## src/verilog/vcr_pkg.sv

```systemverilog
`default_nettype none
package vcr_pkg;
    // byte addresses of the three registers
    localparam logic [11:0] VCR_CAP_OFFSET = 12'h150;
    localparam logic [11:0] VCR_CTL_OFFSET = 12'h154;
    localparam logic [11:0] VCR_STS_OFFSET = 12'h158;
    // capability fields
    localparam logic [7:0] VCR_ARB_CAP = 8'h09;
    localparam logic [6:0] VCR_MAX_SLOTS_RESET = 7'h7F;
    localparam logic [7:0] VCR_TABLE_OFFSET = 8'h04;
    localparam int VCR_SLOTS_LSB = 16;
    localparam int VCR_TABLE_OFF_LSB = 24;
    localparam int VCR_ADV_SWITCH_BIT = 14;
    localparam int VCR_REJECT_SNOOP_BIT = 15;
    // control fields
    localparam logic [7:0] VCR_CLASS_MAP_RESET = 8'hFF;
    localparam int VCR_LOAD_BIT = 16;
    localparam int VCR_SEL_LSB = 17;
    localparam int VCR_ID_LSB = 24;
    localparam int VCR_ENABLE_BIT = 31;
    localparam logic [2:0] VCR_SEL_DEFAULT = 3'h0;
    localparam logic [2:0] VCR_SEL_TIMED = 3'h3;
    localparam logic [2:0] VCR_CHANNEL_ID = 3'h0;
    localparam logic VCR_ENABLE_RESET = 1'b1;
    // status fields
    localparam int VCR_TBL_DIRTY_BIT = 16;
    localparam int VCR_NEG_PEND_BIT = 17;
    // arbitration table size and load time
    localparam int VCR_TABLE_ENTRIES = 128;
    localparam logic [7:0] VCR_LOAD_CYCLES = 8'h80;
    // htrans encodings
    localparam logic [1:0] VCR_HTRANS_NONSEQ = 2'h2;
    localparam logic [1:0] VCR_HTRANS_SEQ = 2'h3;
endpackage : vcr_pkg
`default_nettype wire

```

## src/verilog/vcr_regs.sv

```systemverilog
`timescale 1ns/1ps
`default_nettype none
// Function
// [RULE1] capability arbitration field reads fixed 00001001b: round robin and one 128-phase scheme
// [RULE2] capability bit 14, packet-switching-only, reads zero
// [RULE3] capability bit 15, reject snoop, reads zero
// [RULE4] capability bits 22:16 give time slots minus one, 7Fh after reset
// [RULE5] time slot default can be overridden by side-band bus or serial memory
// [RULE6] capability bits 31:24 give table offset in 16-byte units, 04h
// [RULE7] control bits 7:0 map each traffic class to the channel, FFh after reset
// [RULE8] class map default can be overridden by side-band bus or serial memory
// [RULE9] writing one to control bit 16 applies the table; reads zero
// [RULE10] scheme select 19:17 accepts 000b or 011b; others become default
// [RULE11] control bits 26:24 channel identifier read 000b
// [RULE12] control bit 31 enables the channel, one after reset
// [RULE13] status bit 16 sets on any software table entry write
// [RULE14] status bit 16 clears only when the table load finishes
// [RULE15] status bit 17 is one while negotiation is pending
// [RULE16] registers sit at 150h, 154h, 158h on the upstream port only
// [RULE17] the loaded arbitration table holds 128 entries
// [RULE18] reserved bits read zero, ignore writes; load request is a one-cycle pulse
module vcr_regs
    import vcr_pkg::*;
#(
    parameter int TABLE_ENTRIES = VCR_TABLE_ENTRIES
)
(
    input wire logic hclk, // bus clock
    input wire logic hresetn, // async reset, active low
    input wire logic hsel, // slave select
    input wire logic [11:0] haddr, // byte address
    input wire logic [1:0] htrans, // transfer type
    input wire logic hwrite, // write when high
    input wire logic [2:0] hsize, // transfer size
    input wire logic [31:0] hwdata, // write data
    input wire logic hready, // bus ready in
    output logic [31:0] hrdata, // read data
    output logic hreadyout, // slave ready
    output logic hresp, // always okay
    input wire logic upstream_port, // high when this port is upstream
    input wire logic override_valid, // side-band or serial-memory override strobe
    input wire logic [6:0] override_max_slots, // override time slots value
    input wire logic [7:0] override_class_map, // override class map value
    input wire logic table_entry_written, // software wrote an arbitration table entry
    input wire logic negotiation_pending, // channel negotiation still running
    output logic [7:0] class_to_channel_map, // traffic class map
    output logic [2:0] arb_select, // effective arbitration scheme
    output logic virtual_channel_enable, // channel enable
    output logic table_load_pulse, // one-cycle table apply request
    output logic table_loading // table load in progress
);

    typedef struct packed {
        logic wr_pend;
        logic [11:0] wr_addr;
        logic [31:0] rdata;
        logic [6:0] max_slots;
        logic [7:0] class_map;
        logic [2:0] sel;
        logic enable;
        logic load_pulse;
        logic loading;
        logic [7:0] load_cnt;
        logic tbl_dirty;
        logic neg_pend;
    } vcr_state_t;

    vcr_state_t st_reg;
    vcr_state_t st_next;

    // registers exist only on the upstream port
    function automatic logic hit(input logic [11:0] a, input logic [11:0] off, input logic up);
        hit = up && (a[11:2] == off[11:2]); // RULE16
    endfunction : hit

    // read value of a register at a byte address
    function automatic logic [31:0] read_word(input logic [11:0] a, input vcr_state_t s, input logic up);
        read_word = 32'h0000_0000; // RULE18
        if (hit(a, VCR_CAP_OFFSET, up))
        begin
            read_word[7:0] = VCR_ARB_CAP; // RULE1
            read_word[VCR_ADV_SWITCH_BIT] = 1'b0; // RULE2
            read_word[VCR_REJECT_SNOOP_BIT] = 1'b0; // RULE3
            read_word[VCR_SLOTS_LSB +: 7] = s.max_slots; // RULE4
            read_word[VCR_TABLE_OFF_LSB +: 8] = VCR_TABLE_OFFSET; // RULE6
        end
        else if (hit(a, VCR_CTL_OFFSET, up))
        begin
            read_word[7:0] = s.class_map; // RULE7
            read_word[VCR_LOAD_BIT] = 1'b0; // RULE9
            read_word[VCR_SEL_LSB +: 3] = s.sel;
            read_word[VCR_ID_LSB +: 3] = VCR_CHANNEL_ID; // RULE11
            read_word[VCR_ENABLE_BIT] = s.enable; // RULE12
        end
        else if (hit(a, VCR_STS_OFFSET, up))
        begin
            read_word[VCR_TBL_DIRTY_BIT] = s.tbl_dirty;
            read_word[VCR_NEG_PEND_BIT] = s.neg_pend; // RULE15
        end
    endfunction : read_word

    logic addr_ok;
    assign addr_ok = hsel && hready && (htrans == VCR_HTRANS_NONSEQ || htrans == VCR_HTRANS_SEQ);

    // next-state logic: bus slave, control fields, table load sequencing
    always_comb
    begin
        st_next = st_reg;
        st_next.load_pulse = 1'b0; // RULE18
        st_next.neg_pend = negotiation_pending; // RULE15
        st_next.wr_pend = addr_ok && hwrite;
        if (addr_ok)
        begin
            st_next.wr_addr = haddr;
            if (!hwrite)
            begin
                st_next.rdata = read_word(haddr, st_reg, upstream_port);
            end
        end
        // side-band or serial-memory default override
        if (override_valid)
        begin
            st_next.max_slots = override_max_slots; // RULE5
            st_next.class_map = override_class_map; // RULE8
        end
        // data phase of a write
        if (st_reg.wr_pend && hit(st_reg.wr_addr, VCR_CTL_OFFSET, upstream_port))
        begin
            st_next.class_map = hwdata[7:0]; // RULE7
            if (hwdata[VCR_SEL_LSB +: 3] == VCR_SEL_TIMED)
            begin
                st_next.sel = VCR_SEL_TIMED; // RULE10
            end
            else
            begin
                st_next.sel = VCR_SEL_DEFAULT; // RULE10
            end
            st_next.enable = hwdata[VCR_ENABLE_BIT]; // RULE12
            if (hwdata[VCR_LOAD_BIT] && !st_reg.loading)
            begin
                st_next.load_pulse = 1'b1; // RULE9
                st_next.loading = 1'b1;
                st_next.load_cnt = 8'(TABLE_ENTRIES - 1); // RULE17
            end
        end
        // walk the table entries one per cycle while loading
        if (st_reg.loading)
        begin
            if (st_reg.load_cnt == 8'h00)
            begin
                st_next.loading = 1'b0;
            end
            else
            begin
                st_next.load_cnt = st_reg.load_cnt - 8'h01;
            end
        end
        // dirty flag: a write in the finishing cycle keeps it set
        if (st_reg.loading && st_reg.load_cnt == 8'h00)
        begin
            st_next.tbl_dirty = 1'b0; // RULE14
        end
        if (table_entry_written)
        begin
            st_next.tbl_dirty = 1'b1; // RULE13
        end
    end

    // state register
    always_ff @(posedge hclk or negedge hresetn)
    begin
        if (!hresetn)
        begin
            st_reg <= '0;
            st_reg.max_slots <= VCR_MAX_SLOTS_RESET;
            st_reg.class_map <= VCR_CLASS_MAP_RESET;
            st_reg.sel <= VCR_SEL_DEFAULT;
            st_reg.enable <= VCR_ENABLE_RESET;
        end
        else
        begin
            st_reg <= st_next;
        end
    end

    // outputs straight from flip-flops, except constant hreadyout and hresp
    assign hrdata = st_reg.rdata;
    assign hreadyout = 1'b1;
    assign hresp = 1'b0;
    assign class_to_channel_map = st_reg.class_map;
    assign arb_select = st_reg.sel;
    assign virtual_channel_enable = st_reg.enable;
    assign table_load_pulse = st_reg.load_pulse;
    assign table_loading = st_reg.loading;

endmodule : vcr_regs
`default_nettype wire
```

## config.mk

```make
export PLATFORM = sky130hd
export DESIGN_NAME = vcr_regs
export DESIGN_NICKNAME = d
export VERILOG_FILES = /design/src/verilog/vcr_pkg.sv /design/src/verilog/vcr_regs.sv
export SDC_FILE = /design/constraint.sdc
export NUM_CORES = 1
export LEC_CHECK = 0
export ABC_AREA = 1
export BUFFER_PORTS_ARGS = -buffer_cell sky130_fd_sc_hd__buf_2
export CAP_MARGIN = 10
export CORE_ASPECT_RATIO = 1.75
export CORE_MARGIN = 5
export CORE_UTILIZATION = 49
export CTS_CLUSTER_SIZE = 40
export DETAILED_ROUTE_END_ITERATION = 10
export GPL_TIMING_DRIVEN = 1
export PLACE_DENSITY = 0.81
export RECOVER_POWER = 50
export SETUP_SLACK_MARGIN = 0.1
export SLEW_MARGIN = 10
export SYNTH_ARGS = -nofsm -noshare
export SYNTH_HDL_FRONTEND = slang
export SYNTH_SLANG_ARGS = --single-unit
export TNS_END_PERCENT = 50
```

## constraint.sdc

```tcl
create_clock -name hclk -period 2.31 [get_ports hclk]
set_input_delay 0.462 -clock hclk [delete_from_list [all_inputs] [get_ports hclk]]
set_output_delay 0.462 -clock hclk [all_outputs]
set_load 0.01 [all_outputs]
```

# Word level (Yosys, flattened, before mapping)
# Cells that the tools add are included.
# op_classes
add_sub_neg	1
n_eq_ne	7
n_mux	19
bitwise_logic	1
reduce_logical	16
# op_table
op	count
$eq A10 B7 Y1 const B	4
$mux W8	4
$mux W22	1
$logic_and A1 B1 Y1	10
$mux W10	1
$mux W9	1
$logic_not A8 Y1	1
$mux W2	4
$sub A8 B1 Y8 const B	1
$mux W3	2
$mux W1	5
$eq A2 B2 Y1 const B	2
$mux W4	1
$reduce_bool A2 Y1	2
$eq A3 B2 Y1 const B	1
$reduce_and A2 Y1	1
$logic_not A1 Y1	1
$logic_or A1 B1 Y1	1
$not A1 Y1	1
# totals
reg_bits	63
input_bits	73
out_inout_bits	48
wordCells	56

# Longest topological paths before layout
# Gate-level depths: netlist of the first run.
# depth
depth_word	6
depth_mapped	10
depth_no_buf	10

# Worst setup path before layout of the first run
# OpenSTA, ideal clock, no wires.
# synth_path
path_type	register to register
startpoint	register st_reg[2] (netlist name)
endpoint	register st_reg[8] (netlist name)
setup_time_ns	0.127
t_arrival_ns	1.214
required_ns	2.183
path_slack_ns	0.969
path_stages_with_launch	10
path_buffers	0
synth_period_minus_slack_ns	1.341
cell_sequence	dfrtp_1 inv_1 ha_1 nand2_1 nor2_2 nand3_2 nand2_4 nand2_2 nand2_1 nand2_1
# synth_rtl
element	line	source
start, declared	vcr_regs.sv:68	vcr_state_t st_reg;
start signal, assigned	vcr_regs.sv:182	st_reg <= st_next;

# Worst setup path in the final report of the first run
# layout_path
startpoint	input port override_valid
endpoint	register st_reg (netlist bit class_to_channel_map[0])
# layout_via
elab_chain_cells	1
# layout_rtl
element	line	source
start, declared	vcr_regs.sv:41	input wire logic override_valid,
$reduce_bool A2 Y1 (no source line)	--	
# No other way between the ends.
# A chain may end at the register's enable or synchronous reset.

==> impl_metrics.env, run 1 <==
export IMPL_h_tree_depth=3
export IMPL_powerDensity_nw_per_um2=629
export IMPL_portBuffers=77
export IMPL_crit_chain="clkbuf_1, clkinv_1, nand3_1, nand3_1"
export IMPL_critical_path_buf_inv_count=2
export IMPL_syn_inst=342
export IMPL_grt_setup_unrepaired="no"
export IMPL_synth_area_leaders="dfrtp_1, dfstp_2, buf_4, nand3_1, nand2_1"
export IMPL_grt_overflow=0
export IMPL_seq_area_frac_synth=0.484
export IMPL_reg2regPathDepth=9
export IMPL_avgSynthCellArea_um2=8.74
export IMPL_fin_skew_ns=0.0106
export IMPL_yosys_register_bits=57
export IMPL_chipHeight_um=113
export IMPL_total_leakage_power_nw=1.79
export IMPL_start_util=0.504
export IMPL_syn_to_final_growth_pct=10.7
export IMPL_cts_buffers=9
export IMPL_setup_ws_ns=0.657
export IMPL_yosys_warnings=0
export IMPL_cts_buffer_depth=2
export IMPL_finalNetCount=469
export IMPL_clk_latency_ns=0.34
export IMPL_max_cap_violations=0
export IMPL_cts_setup_buffers=0
export IMPL_hpwl_mm=5.03
export IMPL_postCtsHoldBufs=0
export IMPL_grt_pass1_vias=2267
export IMPL_gp_congestion=0.839
export IMPL_vdd_ir_drop_max_mv=0.530
export IMPL_dp_worst_setup_slack_ns=0.635
export IMPL_synth_edf_count=0
export IMPL_min_period_ns=1.65
export IMPL_syn_area_um2=2990
export IMPL_drt_iter0_drc=130
export IMPL_rr_endpoint="st_reg[8]"
export IMPL_worstSetupEndpointType="flip-flop"
export IMPL_antenna_found_initial=0
export IMPL_largest_reg_flops=28
export IMPL_hold_path_depth=1
export IMPL_finalCritPeriodShare=0.716
export IMPL_grt_start_max_net_pins=33
export IMPL_cp_max_fo=21
export IMPL_hold_violations=0
export IMPL_tns_ns=0
export IMPL_cts_clk_slew_worst_paths_ns=0.06
export IMPL_ys_flop_type="dfrtp_1"
export IMPL_min_to="st_reg[0]"
export IMPL_final_cells=478
export IMPL_min_path_type="input pin to flip-flop"
export IMPL_synth_area_leader_cell="dfrtp_1"
export IMPL_firstDrtPassIters=4
export IMPL_slew_headroom=0.0206
export IMPL_hold_start="negotiation_pending"
export IMPL_regArea_um2=1450
export IMPL_drive_gt1_frac=0.323
export IMPL_drtAntennaViolNets=0
export IMPL_post_drt_wl_per_cell_um=13.6
export IMPL_async_reset_ff_frac=1.00
export IMPL_synth_distinct_cells=33
export IMPL_drt_total_wl_mm=6.52
export IMPL_cts_sinks=57
export IMPL_worstMarginPinSlew_ns=1.47
export IMPL_crit_type="input pin to flip-flop"
export IMPL_r2r_start="st_reg[2]"
export IMPL_viasPerCell=4.86
export IMPL_num_rows=37
export IMPL_r2r_setup_slack_ns=0.71
export IMPL_cpPeakStageDelay_ns=0.62
export IMPL_grtUsageTotal=0.172
export IMPL_clockRootBuffer="clkbuf_8"
export IMPL_yosys_area_top_type_share=0.343
export IMPL_placed_cells=462
export IMPL_slowest_stage="clkbuf_1"
export IMPL_arrival_ns=1.91
export IMPL_cp_top_family="buffers and inverters"
export IMPL_drc=0
export IMPL_post_cts_resized=0
export IMPL_max_freq_mhz=605
export IMPL_ios=121
export IMPL_die_area_um2=7820
export IMPL_cts_tree="done"
export IMPL_startpoint_type="input pin"
export IMPL_grt_first_pass_wirelength_mm=10.5
export IMPL_core_region_area_um2=5930
export IMPL_status="completed"
export IMPL_slew_violations=0
export IMPL_dieWidth_um=69.0
export IMPL_multiInputGateArea_um2=1060
export IMPL_fill_cells=603
export IMPL_setup_violations_final=0
export IMPL_vias=2322
export IMPL_worst_endpoint_required_ns=2.57
export IMPL_crit_top_cell="nand3_1"
export IMPL_diodes=0
## final cells by class
type                            count  area share
Clock buffer                       10      0.0386
Multi-Input combinational cell    213       0.320
Sequential cell                    57       0.437
Timing Repair Buffer               80       0.126
Inverter                           34      0.0386
Clock inverter                      6      0.0106
Tap cell                           78      0.0295
## power breakdown
group | internal (mW) | switching (mW) | total (mW)
Clock | 0.380 | 0.396 | 0.776
Sequential | 1.07 | 0.0333 | 1.11
Combinational | 0.0848 | 0.112 | 0.197
## Yosys cell counts (2+ instances only)
cell type,n
clkbuf_1,3
nand4_1,3
o21ai_1,2
buf_6,2
buf_4,46
nand3_2,2
nor2_1,12
conb_1,2
o21ai_0,13
inv_2,2
nor2_2,2
dfrtp_1,41
nand2_2,3
a21oi_1,2
inv_1,31
nor2_4,3
nand2_1,72
buf_2,3
nand3_1,61
dfstp_2,16
mux2_2,8
nand3b_1,2
## cell usage in the layout, fill, tap and decap left out, types with 8 or more instances in the layout
| cell | netlist | layout |
|---|---|---|
| buf_2 | 3 | 74 |
| clkbuf_8 | 0 | 9 |
| conb_1 | 2 | 18 |
| dfrtp_1 | 41 | 41 |
| dfstp_2 | 16 | 16 |
| inv_1 | 31 | 31 |
| mux2_2 | 8 | 8 |
| nand2_1 | 72 | 73 |
| nand3_1 | 61 | 61 |
| nor2_1 | 12 | 14 |
| o21ai_0 | 13 | 13 |
## worst max path at each step
| stage | endpoint | start | cells after the start |
|---|---|---|---|
| final | class_to_channel_map[0] | override_valid | 4 |
| after global routing | class_to_channel_map[5] | override_valid | 4 |
| after CTS | st_reg[8] | st_reg[2] | 9 |
| after detailed placement | arb_select[0] | upstream_port | 8 |
| after global placement | arb_select[0] | upstream_port | 8 |
| after floorplan | st_reg[8] | st_reg[2] | 9 |
## layer usage
| metal | vias to the layer above | track usage | routed length, um | share of wire |
|---|---|---|---|---|
| li1 | 1142 | - | - | - |
| met1 | 1059 | 0.185 | 2420 | 0.37 |
| met2 | 102 | 0.295 | 3450 | 0.53 |
| met3 | 19 | 0.0542 | 453 | 0.069 |
| met4 | 0 | 0.0965 | 197 | 0.030 |
| met5 | - | 0 | 0 | 0 |
## per-stage QoR
| stage | utilization | instance area (um2) | total power [mW] | hold WS [ns] |
|---|---|---|---|---|
| 2_1_floorplan | - | 3050 | 1.26 | 0.166 |
| 3_3_place_gp | 0.535 | 3170 | 1.32 | 0.454 |
| 3_5_place_dp | 0.535 | 3170 | 1.33 | 0.459 |
| 4_1_cts | 0.563 | 3340 | 2.11 | 0.130 |
| 5_1_grt | 0.558 | 3310 | 2.18 | 0.235 |
| 6_report | 0.558 | 3310 | 2.08 | 0.251 |
## cell families (layout without fill, tap and decap cells)
| group | Yosys count | after routing | synth area share |
|---|---|---|---|
| compound gates | 19 | 19 | 0.0335 |
| xor+xnor | 1 | 1 | 0.00293 |
| fa+ha+maj | 1 | 1 | 0.00419 |
| buf+inv | 88 | 130 | 0.175 |
| flops | 57 | 57 | 0.484 |
| mux | 8 | 8 | 0.0301 |
| other cells | 2 | 18 | 0.00251 |
| simple gates | 166 | 166 | 0.268 |
Power figures use the tool's default switching activity.
==> inputs of run 2 (changes only) <==
--- a/config.mk
+++ b/config.mk
@@ -10,11 +10,11 @@
 export CAP_MARGIN = 10
 export CORE_ASPECT_RATIO = 1.75
 export CORE_MARGIN = 5
-export CORE_UTILIZATION = 49
+export CORE_UTILIZATION = 48
 export CTS_CLUSTER_SIZE = 40
 export DETAILED_ROUTE_END_ITERATION = 10
 export GPL_TIMING_DRIVEN = 1
-export PLACE_DENSITY = 0.81
+export PLACE_DENSITY = 0.79
 export RECOVER_POWER = 50
 export SETUP_SLACK_MARGIN = 0.1
 export SLEW_MARGIN = 10
==> constraint.sdc (replaced) <==
create_clock -name hclk -period 1.67 [get_ports hclk]
set_input_delay 0.334 -clock hclk [delete_from_list [all_inputs] [get_ports hclk]]
set_output_delay 0.334 -clock hclk [all_outputs]
set_load 0.01 [all_outputs]
==> impl_metrics.env, run 2 (synthesis gave the netlist of run 1 again) <==
export IMPL_status="completed"
export IMPL_final_common_cell="buf_2"
export IMPL_vdd_ir_drop_max_mv=0.569
export IMPL_drt_total_wl_mm=6.53
export IMPL_ios=121
export IMPL_max_freq_mhz=691
export IMPL_cts_buffers=9
export IMPL_drt_iter0_drc=83
export IMPL_slew_violations=0
export IMPL_slowest_stage="dfrtp_1"
export IMPL_dieWidth_um=69.7
export IMPL_grt_overflow=0
export IMPL_firstDrtPassIters=4
export IMPL_cp_max_fo=8
export IMPL_gp_congestion=0.797
export IMPL_finalNetCount=477
export IMPL_slew_headroom=0.545
export IMPL_clockRootBuffer="clkbuf_8"
export IMPL_arrival_ns=1.66
export IMPL_portBuffers=77
export IMPL_max_cap_violations=0
export IMPL_finalCritPeriodShare=0.866
export IMPL_clk_latency_ns=0.33
export IMPL_core_region_area_um2=6130
export IMPL_intPower_mw=2.41
export IMPL_total_leakage_power_nw=1.86
export IMPL_viasPerCell=4.83
export IMPL_min_period_ns=1.45
export IMPL_worstSetupEndpointType="flip-flop"
export IMPL_post_drt_wl_per_cell_um=13.4
export IMPL_startpoint_type="flip-flop"
export IMPL_hold_violations=0
export IMPL_setup_violations_final=0
export IMPL_finalPower_mw=3.13
export IMPL_vias=2356
export IMPL_seqPwrFrac=0.490
export IMPL_fill_cells=585
export IMPL_drtAntennaViolNets=0
export IMPL_cp_top_family="simple AND/OR/NAND/NOR gates"
export IMPL_drive_gt1_frac=0.328
export IMPL_largest_reg_flops=28
export IMPL_cts_sinks=57
export IMPL_cpPeakStageDelay_ns=0.36
export IMPL_worstMarginPinSlew_ns=0.683
export IMPL_grt_setup_unrepaired="no"
export IMPL_power_frac_clock=0.421
export IMPL_die_area_um2=7970
export IMPL_diodes=0
export IMPL_antenna_found_initial=0
export IMPL_start_util=0.487
export IMPL_regArea_um2=1450
export IMPL_mostFrequentLayoutCells="buf_2, nand2_1, nand3_1"
export IMPL_grtUsageTotal=0.176
export IMPL_grt_first_pass_wirelength_mm=11.0
export IMPL_tns_ns=0
export IMPL_switching_share=0.228
export IMPL_chipHeight_um=114
export IMPL_min_path_type="input pin to flip-flop"
export IMPL_num_rows=38
export IMPL_powerDensity_nw_per_um2=912
export IMPL_fin_skew_ns=0.00525
export IMPL_h_tree_depth=3
export IMPL_pwr_share_comb=0.089
export IMPL_crit_type="flip-flop to flip-flop"
export IMPL_p_sw_mw=0.714
export IMPL_crit_chain="inv_1, ha_2, nand2_2, nor2_4, nand3_4, nand2_4, nand2_2, nand2_1, nand2_1"
export IMPL_worst_endpoint_required_ns=1.88
export IMPL_cts_clk_slew_worst_paths_ns=0.06
export IMPL_cts_buffer_depth=2
export IMPL_multiInputGateArea_um2=1080
export IMPL_syn_to_final_growth_pct=14.7
export IMPL_hpwl_mm=5.12
export IMPL_cts_tree="done"
export IMPL_critical_path_buf_inv_count=1
export IMPL_drc=0
export IMPL_grt_pass1_vias=2431
export IMPL_grt_start_max_net_pins=28
-- run 2: power by group through the flow --
stage	Clock, mW	Sequential (mW)	Combinational, mW
after global routing	1.42	1.54	0.317
final	1.32	1.53	0.278
after detailed placement	0	1.56	0.283
after floorplan	0	1.54	0.202
after global placement	0	1.55	0.274
after CTS	1.36	1.53	0.286
-- run 2: layout make-up --
class | count | area share
clock buffer | 14 | 0.0504
clock inverter | 2 | 0.0102
sequential | 57 | 0.422
inverter | 34 | 0.0372
timing repair buffer | 88 | 0.136
multi-input combinational | 213 | 0.315
tap | 80 | 0.0292
-- run 2: repair_timing --
item	in CTS	in global routing
cloned	0	0
setup buffers	0	3
hold buffers	1	0
gates resized for setup	1	5
pin swaps	1	3
endpoints found under the setup margin	1	18
endpoints found under the hold margin	6	0
-- run 2: layer usage --
| layer | vias to the layer above | global-route usage | share of wire |
|---|---|---|---|
| li1 | 1156 | - | - |
| met1 | 1101 | 0.177 | 0.38 |
| met2 | 84 | 0.318 | 0.52 |
| met3 | 15 | 0.0527 | 0.066 |
| met4 | 0 | 0.101 | 0.031 |
| met5 | - | 0 | 0 |
-- run 2: worst paths after layout --
path                                     start                       to  slack (ns)  depth (start not counted)
setup / recovery                     st_reg[3]                st_reg[8]        0.22                          9
hold / removal             negotiation_pending                st_reg[0]        0.11                          1
setup reg to reg                     st_reg[3]                st_reg[8]        0.22                          9
hold reg to reg                     hrdata[26]               hrdata[26]        0.47                          2
max in group asynchronous              hresetn  class_to_channel_map[4]        0.24                          3
min in group asynchronous              hresetn               hrdata[20]        0.57                          2
-- run 2: per-stage QoR --
step                setup slack [ns]   util  cells  instance area (um2)  hold WS, ns
finish                         0.223  0.559    488                 3430        0.110
global route                  0.0887  0.559    488                 3430       0.0887
CTS                            0.110  0.557    485                 3420       0.0876
detailed placement             0.120  0.521    468                 3190        0.229
global placement               0.173  0.521    468                 3190        0.218
floorplan                      0.329      -    358                 3050       0.0384
